**config.mk**
```make
export PLATFORM = sky130hd
export DESIGN_NAME = fic_top
export DESIGN_NICKNAME = d
export VERILOG_FILES = /design/src/rtl/fic_pkg.sv /design/src/rtl/fic_sync.sv /design/src/rtl/fic_top.sv
export VERILOG_INCLUDE_DIRS = /design/src /design/src/rtl
export SDC_FILE = /design/constraint.sdc
export NUM_CORES = 1
export LEC_CHECK = 0
export BUFFER_PORTS_ARGS = -buffer_cell sky130_fd_sc_hd__buf_4
export CORE_ASPECT_RATIO = 0.9
export CORE_MARGIN = 2
export CORE_UTILIZATION = 47
export DETAILED_ROUTE_END_ITERATION = 10
export PLACE_DENSITY = 0.66
export SETUP_SLACK_MARGIN = 0.02
export SKIP_LAST_GASP = 1
export SLEW_MARGIN = 20
export SYNTH_ARGS = -nofsm -noshare
export SYNTH_HDL_FRONTEND = slang
export SYNTH_SLANG_ARGS = --single-unit
```
**constraint.sdc**
```tcl
create_clock -name clk_i -period 1.9 [get_ports clk_i]
set_input_delay 0.57 -clock clk_i [delete_from_list [all_inputs] [get_ports clk_i]]
set_output_delay 0.57 -clock clk_i [all_outputs]
set_load 0.1 [all_outputs]
```
**src/rtl/fic_params.svh**
```systemverilog
// fic_params.svh: constants of the fault indication and cause store
// assumes a 20 MHz clock; included by bare name
`ifndef FIC_PARAMS_SVH
`define FIC_PARAMS_SVH

`define FIC_CLK_HZ 20000000
`define FIC_BLINK_HALF_MS 250
`define FIC_BLINK_HALF_CYC ((`FIC_CLK_HZ / 1000) * `FIC_BLINK_HALF_MS)
`define FIC_CAUSE_BYTES 16
`define FIC_RUN_BYTES 6
`define FIC_RESET_BYTE 8'h00
`define FIC_CODE_W 7

`endif

```
**src/rtl/fic_pkg.sv**
```systemverilog
// fic_pkg.sv: types of the fault indication and cause store
// assumes nothing of its surroundings
package fic_pkg;
    typedef enum logic [1:0] {
        FIC_STARTUP = 2'b00,
        FIC_RUN = 2'b01,
        FIC_STOP = 2'b11
    } fic_mode_t;

    typedef enum logic [1:0] {
        FIC_STOP_NONE = 2'b00,
        FIC_STOP_MALF = 2'b01,
        FIC_STOP_LOAD = 2'b10
    } fic_stop_t;
endpackage

```
**src/rtl/fic_sync.sv**
```systemverilog
// fic_sync.sv: two flip-flop synchroniser for a bus of levels
// assumes inputs arrive from outside the clock domain
`timescale 1ns/10ps
module fic_sync #(
    parameter int W = 1
) (
    input wire logic clk_i,
    input wire logic srst_i,
    input wire logic [W-1:0] d_i,
    output logic [W-1:0] q_o
);
    logic [W-1:0] s1_reg;
    logic [W-1:0] s2_reg;

    always_ff @(posedge clk_i) begin
        if (srst_i) begin
            s1_reg <= '0;
            s2_reg <= '0;
        end else begin
            s1_reg <= d_i;
            s2_reg <= s1_reg;
        end
    end

    assign q_o = s2_reg;
endmodule // fic_sync

```
**src/rtl/fic_top.sv**
```systemverilog
// fic_top.sv: panel lamp driver and fault cause memory with byte readout
// assumes operating state and fault events come from the processor core on
// clk_i; readout requests come from the diagnostic port pins
`timescale 1ns/10ps
`include "fic_params.svh"
module fic_top #(
    parameter int CAUSE_BYTES = `FIC_CAUSE_BYTES,
    parameter int RUN_BYTES = `FIC_RUN_BYTES,
    parameter int BLINK_HALF_CYC = `FIC_BLINK_HALF_CYC
) (
    input wire logic clk_i,
    input wire logic srst_i,
    input wire fic_pkg::fic_mode_t mode_i,
    input wire fic_pkg::fic_stop_t stop_cause_i,
    input wire logic fault_set_i,
    input wire logic [`FIC_CODE_W-1:0] fault_code_i,
    input wire logic rd_req_i,
    input wire logic [3:0] rd_addr_i,
    output logic red_lamp_o,
    output logic green_lamp_o,
    output logic [7:0] rd_data_o,
    output logic rd_valid_o,
    output logic rd_refused_o
);
    // ************************************************************
    // diagnostic port synchronisation
    // ************************************************************
    logic rd_req_s;
    logic [3:0] rd_addr_s;
    logic rd_req_d_reg;
    logic rd_req_d_next;
    logic rd_stb;

    fic_sync #(.W(5)) u_sync (
        .clk_i(clk_i),
        .srst_i(srst_i),
        .d_i({rd_req_i, rd_addr_i}),
        .q_o({rd_req_s, rd_addr_s})
    );

    always_comb begin
        rd_req_d_next = rd_req_s;
    end
    assign rd_stb = rd_req_s & ~rd_req_d_reg;

    // ************************************************************
    // fault cause memory
    // ************************************************************
    logic [7:0] mem_reg [CAUSE_BYTES];
    logic [7:0] mem_next [CAUSE_BYTES];
    logic [3:0] set_byte;
    logic [2:0] set_bit;

    assign set_byte = fault_code_i[6:3];
    assign set_bit = fault_code_i[2:0];

    always_comb begin
        for (int i = 0; i < CAUSE_BYTES; i++) begin
            mem_next[i] = mem_reg[i];
            if (fault_set_i && (int'(set_byte) == i)) begin
                mem_next[i][set_bit] = 1'b1;
            end
        end
    end

    // ************************************************************
    // readout
    // ************************************************************
    logic [7:0] rd_data_reg;
    logic [7:0] rd_data_next;
    logic rd_valid_reg;
    logic rd_valid_next;
    logic rd_refused_reg;
    logic rd_refused_next;
    logic rd_allowed;

    // running: control bytes only; stopped: whole area; start-up: none
    always_comb begin
        rd_allowed = 1'b0;
        if (int'(rd_addr_s) < CAUSE_BYTES) begin
            case (mode_i)
                fic_pkg::FIC_STOP: rd_allowed = 1'b1;
                fic_pkg::FIC_RUN: rd_allowed = int'(rd_addr_s) < RUN_BYTES;
                default: rd_allowed = 1'b0;
            endcase
        end
    end

    always_comb begin
        rd_data_next = rd_data_reg;
        rd_valid_next = 1'b0;
        rd_refused_next = 1'b0;
        if (rd_stb) begin
            if (rd_allowed) begin
                rd_data_next = mem_reg[rd_addr_s];
                rd_valid_next = 1'b1;
            end else begin
                rd_data_next = `FIC_RESET_BYTE;
                rd_refused_next = 1'b1;
            end
        end
    end

    // ************************************************************
    // panel lamps
    // ************************************************************
    logic [31:0] blink_cnt_reg;
    logic [31:0] blink_cnt_next;
    logic blink_reg;
    logic blink_next;
    logic red_reg;
    logic red_next;
    logic green_reg;
    logic green_next;

    always_comb begin
        blink_cnt_next = blink_cnt_reg + 32'h0000_0001;
        blink_next = blink_reg;
        if (int'(blink_cnt_reg) >= BLINK_HALF_CYC - 1) begin
            blink_cnt_next = 32'h0000_0000;
            blink_next = ~blink_reg;
        end
    end

    always_comb begin
        red_next = 1'b0;
        green_next = 1'b0;
        case (mode_i)
            fic_pkg::FIC_STARTUP: begin
                red_next = 1'b1;
                green_next = 1'b1;
            end
            fic_pkg::FIC_RUN: begin
                green_next = 1'b1;
            end
            fic_pkg::FIC_STOP: begin
                // load failure wins: its blink tells the operator more
                if (stop_cause_i == fic_pkg::FIC_STOP_LOAD) begin
                    red_next = blink_next;
                end else if (stop_cause_i == fic_pkg::FIC_STOP_MALF) begin
                    red_next = 1'b1;
                end
            end
            default: begin
                red_next = 1'b0;
            end
        endcase
    end

    // ************************************************************
    // registers
    // ************************************************************
    always_ff @(posedge clk_i) begin
        if (srst_i) begin
            for (int i = 0; i < CAUSE_BYTES; i++) begin
                mem_reg[i] <= `FIC_RESET_BYTE;
            end
            rd_req_d_reg <= 1'b0;
            rd_data_reg <= `FIC_RESET_BYTE;
            rd_valid_reg <= 1'b0;
            rd_refused_reg <= 1'b0;
            blink_cnt_reg <= 32'h0000_0000;
            blink_reg <= 1'b0;
            red_reg <= 1'b0;
            green_reg <= 1'b0;
        end else begin
            mem_reg <= mem_next;
            rd_req_d_reg <= rd_req_d_next;
            rd_data_reg <= rd_data_next;
            rd_valid_reg <= rd_valid_next;
            rd_refused_reg <= rd_refused_next;
            blink_cnt_reg <= blink_cnt_next;
            blink_reg <= blink_next;
            red_reg <= red_next;
            green_reg <= green_next;
        end
    end

    assign red_lamp_o = red_reg;
    assign green_lamp_o = green_reg;
    assign rd_data_o = rd_data_reg;
    assign rd_valid_o = rd_valid_reg;
    assign rd_refused_o = rd_refused_reg;

    // ************************************************************
    // checks
    // ************************************************************
    property p_malf_red;
        @(posedge clk_i) disable iff (srst_i)
        (mode_i == fic_pkg::FIC_STOP && stop_cause_i == fic_pkg::FIC_STOP_MALF)
            |=> red_lamp_o && !green_lamp_o;
    endproperty
    a_malf_red: assert property (p_malf_red) else $error("red not steady");

    property p_load_blink;
        @(posedge clk_i) disable iff (srst_i)
        (mode_i == fic_pkg::FIC_STOP && stop_cause_i == fic_pkg::FIC_STOP_LOAD)
            |=> red_lamp_o == blink_reg;
    endproperty
    a_load_blink: assert property (p_load_blink) else $error("red not blinking");

    property p_run_green;
        @(posedge clk_i) disable iff (srst_i)
        mode_i == fic_pkg::FIC_RUN |=> green_lamp_o && !red_lamp_o;
    endproperty
    a_run_green: assert property (p_run_green) else $error("green not lit");

    property p_start_both;
        @(posedge clk_i) disable iff (srst_i)
        mode_i == fic_pkg::FIC_STARTUP |=> red_lamp_o && green_lamp_o;
    endproperty
    a_start_both: assert property (p_start_both) else $error("lamps not both on");

    property p_set_bit;
        @(posedge clk_i) disable iff (srst_i)
        fault_set_i |=> mem_reg[$past(set_byte)][$past(set_bit)];
    endproperty
    a_set_bit: assert property (p_set_bit) else $error("cause bit not set");

    property p_read_data;
        @(posedge clk_i) disable iff (srst_i)
        rd_stb && rd_allowed |=> rd_valid_o && rd_data_o == $past(mem_reg[rd_addr_s]);
    endproperty
    a_read_data: assert property (p_read_data) else $error("wrong readout byte");

    property p_run_limit;
        @(posedge clk_i) disable iff (srst_i)
        rd_stb && mode_i == fic_pkg::FIC_RUN && rd_addr_s >= 4'(RUN_BYTES)
            |=> rd_refused_o && !rd_valid_o;
    endproperty
    a_run_limit: assert property (p_run_limit) else $error("run readout not limited");

    // whole area flattened so that no cause bit anywhere may drop
    logic [8*CAUSE_BYTES-1:0] mem_flat;

    always_comb begin
        for (int i = 0; i < CAUSE_BYTES; i++) begin
            mem_flat[8*i +: 8] = mem_reg[i];
        end
    end

    property p_sticky;
        @(posedge clk_i) disable iff (srst_i)
        mem_flat != '0 |=> (mem_flat & $past(mem_flat)) == $past(mem_flat);
    endproperty
    a_sticky: assert property (p_sticky) else $error("cause bit lost");
endmodule // fic_top

```
Word level (Yosys, flattened, before mapping) --
Cells that the tools add are included.
Cells by class: add/subtract/negate cells 1, $lt $le $gt $ge 5, equality and inequality tests 19, multiplexer cells 14, bitwise logic cells 21, reductions and logical operators 22
Operator list (count):
- $or 8x8->8 | 16
- $add 32x1->32 const B | 1
- $bmux 8 s4 | 1
- $eq 4x4->1 const B | 8
- $ge 32x24->1 const B | 1
- $mux 8 | 3
- $logic_and 1x1->1 | 17
- $eq 4x3->1 const B | 4
- $eq 4x2->1 const B | 2
- $mux 1 | 7
- $reduce_or 2->1 | 3
- $ge 5x5->1 const B | 1
- $not 4->5 | 1
- $eq 2x1->1 const B | 2
- $eq 2x2->1 const B | 2
- $eq 4x1->1 const B | 1
- $logic_not 4->1 | 1
- $lt 3x4->1 const B | 1
- $lt 4x3->1 const B | 1
- $pmux 1 s2 | 2
- $demux 1 s3 | 1
- $ge 3x1->1 const B | 1
- $not 1->1 | 3
- $logic_not 2->1 | 1
- $and 1x1->1 | 1
Word-level totals: register bits 184, input port bits 19, output and inout bits 12

Longest topological paths before layout --
word-level depth 5, gate-level depth with buffers 9, gate-level depth less buffers 7

Hierarchy --
A second synthesis with hierarchy kept.
Unflattened totals: cells, all modules 742, area total of the unflattened synthesis 7452.1 um2
Modules (own cells, without submodules):
- fic_top | times used 1, cells each 722, area each 7189.4 um2, seq. area each 3483.3 um2
- fic_sync | times used 1, cells each 20, area each 262.8 um2, seq. area each 200.2 um2

Least setup slack after synthesis --
OpenSTA, ideal clock, no wires.
path kind register to register, start register u_sync.s2_reg[1], in the netlist u_sync.q_o[1], end register rd_data_reg[0], in the netlist rd_data_o[0], setup time 0.118 ns, arrival 1.818 ns, required time 1.782 ns, setup slack -0.035 ns, stages on the path, launching flop included 7, path buffers 3, period minus slack after synthesis 1.935 ns, path through dfxtp_1 -> buf_6 -> buf_6 -> clkbuf_1 -> mux4_2 -> mux4_2 -> a22o_1
Between the ends: cells in the longest elaborated chain, start to end 5, elaborated cells on any way between the ends 7, those cells by class order compare (1); mux (5); bitwise (1)
Ends and longest elaborated chain:
- start, declared | line fic_sync.sv:13 | logic [W-1:0] s2_reg;
- start signal, assigned | line fic_sync.sv:21 | s2_reg <= s1_reg;
- $not 4->5 (not written as such) | line fic_top.sv:95 | rd_data_next = mem_reg[rd_addr_s];
- $bmux 8 s4 | line fic_top.sv:95
- $mux 8 (not written as such) (2 in series) | line fic_top.sv:95
- $mux 8 (*) | line fic_top.sv:94 | if (rd_allowed) begin
- end signal, assigned | line fic_top.sv:159 | rd_data_reg <= `FIC_RESET_BYTE;
- end signal, assigned | line fic_top.sv:169 | rd_data_reg <= rd_data_next;
- end, declared | line fic_top.sv:69 | logic [7:0] rd_data_reg;
Mark *: on every way between the ends. The rest lies on a longest branch, timed or not. The select of a mux whose other input is x is not followed. A chain may end at the register's enable or synchronous reset.

Final worst setup path --
start register u_sync.s2_reg[0], in the netlist u_sync.q_o[0], end register rd_data_reg[2], in the netlist rd_data_o[2]
The elaborated chain is that of the path after synthesis.

==> flow_summary.toml <==
[yosys]
yosys.cell_types.count = 41
ys_warn_count = 0
edff_count_synth = 0
most_used_dff_post_synth = "sky130_fd_sc_hd__dfxtp_1"
async_reset_ff_share_pct = 0
mean_syn_cell_area_um2 = 9.86
mapped_area_um2 = 7220
yosys_register_bits = 184
post_syn_nets = 755
yosysSeqAreaShare_pct = 51.0
netlist_instances = 732

[min_path]
worst_hold_path_type = "input pin to flop"

[route]
routedWlPerCell_um = 17.3
drt_first_pass_iters = 5
totalWireLength_mm = 17.2
drcViolationCount = 0
ant_nets = 0
vias = 5573
viasPerCell = 5.60
detail_route.iter0.violations = 487

[place]
gp_congestion = 0.826
post-dp-hpwl_mm = 10.9
dpl.cell_count = 960
dp_worst_setup_slack_ns = -0.142
port-buffer-count = 30

[worst_setup_path]
cp_common_cell = "sky130_fd_sc_hd__mux4_2"
path_delay_family = "multiplexers"
cp_slowest_cell = "sky130_fd_sc_hd__mux4_2"
cp-end-kind = "flop"
worst_ep_required_time_ns = 2.21
path_buf_inv = 1
reg2reg_setup_slack_ns = -0.05
critPathMaxStageDelay_ns = 0.53
setup.worst_path.class = "flop to flop"
worst-endpoint-arrival_ns = 2.26
crit_path_start_kind = "flop"
maximum_fanout_along_the_worst_path = 8
cp_cell_sequence = "buf_12, mux4_2, mux4_2, a22o_1"

[layout]
nNetsFinal = 808
register_area_um2 = 3690
insertedDiodeCount = 0
highest_count_cells_in_the_layout_ignoring_fill_and_taps = "sky130_fd_sc_hd__nor2_1 (186), sky130_fd_sc_hd__dfxtp_1 (180), sky130_fd_sc_hd__a21oi_1 (130)"
post-route-util_pct = 57.5
layout_filler_cell_count = 1283
final_layout_size_suffix_gt1_share_pct = 20.7
largest_register_ffs = 128
multiInputGateArea_um2 = 3270
layout_commonest_cell = "sky130_fd_sc_hd__nor2_1"
area_growth_pct = 18.6
finish.cell_count_without_fillers = 996

[grt]
vias_in_the_first_global_route = 5380
grt_max_degree = 138
global_route.overflow_total = 0
grt.total_usage_pct = 22.1
antenna_found_initial = 0
grt_first_pass_wirelength_mm = 27.7

[die]
num_rows = 42
die-width_um = 135
die_area_um2 = 16400
ioPinCount = 31
floorplan.die.height_um = 122
fp.coreArea_um2 = 14900
initial_core_util_pct = 48.5

[cts]
htree_levels = 4
cts_buffers = 17
cts.clk_slew.worst_paths_ns = 0.07
ctsHoldBuffers = 0
clock_latency_ns = 0.42
root_buffer = "sky130_fd_sc_hd__clkbuf_16"
cts_sinks = 184
cts_tree = "done"
clock_tree.buffer_depth = 2

[run_status]
failed_checks = "setup timing"
result_of_the_run = "finished with violations"

[sta]
period_share_pct = 103
fin_setup_tns_ns = -0.156
worst_hold_slack_ns = 0.358
timing.final.hold_violations = 0
finalWorstPathRequiredPeriod_ns = 1.95
finalWorstSetupSlack_ns = -0.0487
fmaxAchievable_mhz = 513
timing_worst_slew_pin_value_ns = 1.08
slew_violations = 0
clock_skew_ns = 0.00844
maxSlewHeadroom_pct = 27.6
final_setup_violation_count = 8
rsz_0062_raised_after_global_routing = "yes"

[power]
power.density_cell_area_nw_per_um2 = 938
ir_drop_mv = 0.723
p_leak_nw = 3.25

[flow_run]
drv_cap = 0
[worst reg2reg max path, cell delays in order (launching register included)]
cell and delay, ns:
sky130_fd_sc_hd__dfxtp_4 0.43, sky130_fd_sc_hd__buf_12 0.17, sky130_fd_sc_hd__mux4_2 0.52, sky130_fd_sc_hd__mux4_2 0.53, sky130_fd_sc_hd__a22o_1 0.19
[cells by family after synthesis]
kind of cell	synth area share (%)
multiplexers	13.3
buffers and inverters	3.45
AND/OR/NAND/NOR	17.1
adder cells (fa/ha/maj)	0.694
XOR/XNOR	3.76
AO/OA/AOI/OAI	10.7
flip-flops	51.0
[cells in the mapped netlist, types with 5 or more instances]
| cell | count | area share [%] |
|---|---|---|
| sky130_fd_sc_hd__nor2_1 | 189 | 9.8 |
| sky130_fd_sc_hd__dfxtp_1 | 184 | 51 |
| sky130_fd_sc_hd__a21oi_1 | 130 | 9.0 |
| sky130_fd_sc_hd__clkbuf_1 | 27 | 1.4 |
| sky130_fd_sc_hd__mux4_2 | 25 | 7.8 |
| sky130_fd_sc_hd__nand2_1 | 20 | 1.0 |
| sky130_fd_sc_hd__xor2_1 | 18 | 2.2 |
| sky130_fd_sc_hd__mux4_1 | 15 | 5.5 |
| sky130_fd_sc_hd__xnor2_1 | 13 | 1.6 |
| sky130_fd_sc_hd__nor2b_1 | 11 | 0.95 |
| sky130_fd_sc_hd__nand3_1 | 10 | 0.69 |
| sky130_fd_sc_hd__and3_1 | 9 | 0.78 |
| sky130_fd_sc_hd__a22o_1 | 8 | 0.97 |
| sky130_fd_sc_hd__nand4_1 | 8 | 0.69 |
| sky130_fd_sc_hd__nor3_1 | 7 | 0.49 |
| sky130_fd_sc_hd__buf_2 | 6 | 0.42 |
| sky130_fd_sc_hd__inv_1 | 6 | 0.31 |
| sky130_fd_sc_hd__buf_1 | 5 | 0.26 |
[power by group]
part / internal [W] / leakage, nW / switching, W / total, W
Combinational: 0.000149 / 1.46 / 0.000237 / 0.000386
Sequential: 0.00389 / 1.49 / 0.0000198 / 0.00391
Clock: 0.00225 / 0.307 / 0.00149 / 0.00373
[metrics by stage]
stage | area, um^2 | total power (W)
global placement | 7870 | 0.00434
finish | 8560 | 0.00802
detailed placement | 7870 | 0.00436
CTS | 8500 | 0.00810
global route | 8560 | 0.00829
floorplan | 7220 | 0.00422
[final timing paths]
kind	start	endpoint	depth (start not counted)
min reg2reg	u_sync.s1_reg[1]	u_sync.q_o[1]	1
max	u_sync.q_o[0]	rd_data_o[2]	4
max reg2reg	u_sync.q_o[0]	rd_data_o[2]	4
min	stop_cause_i[0]	red_lamp_o	2
[cell type report]
class | instances | share of cell area, %
clock inverters | 14 | 2.27
well taps | 198 | 2.89
multi-input cells | 497 | 38.2
clock buffers | 18 | 5.13
repair buffers | 78 | 8.10
flip-flops and latches | 184 | 43.1
inverters | 7 | 0.322
[metal layers]
layer | vias to the layer above | track usage (%) | routed length [um] | part of all wire, %
li1 | 2644 | - | - | -
met1 | 2736 | 30.8 | 7930 | 46
met2 | 171 | 34.2 | 7890 | 46
met3 | 22 | 5.04 | 1170 | 6.8
met4 | 0 | 7.04 | 237 | 1.4
met5 | - | 0 | 0 | 0
[timing repair]
| action | in CTS | in global routing |
|---|---|---|
| pin swaps | 1 | 8 |
| gates resized for setup | 15 | 13 |
| gates cloned | 1 | 1 |
| endpoints found under the hold margin | 0 | 0 |
| setup endpoints to repair | 8 | 41 |
| buffers inserted | 1 | 1 |
Power figures use the tool's default switching activity.
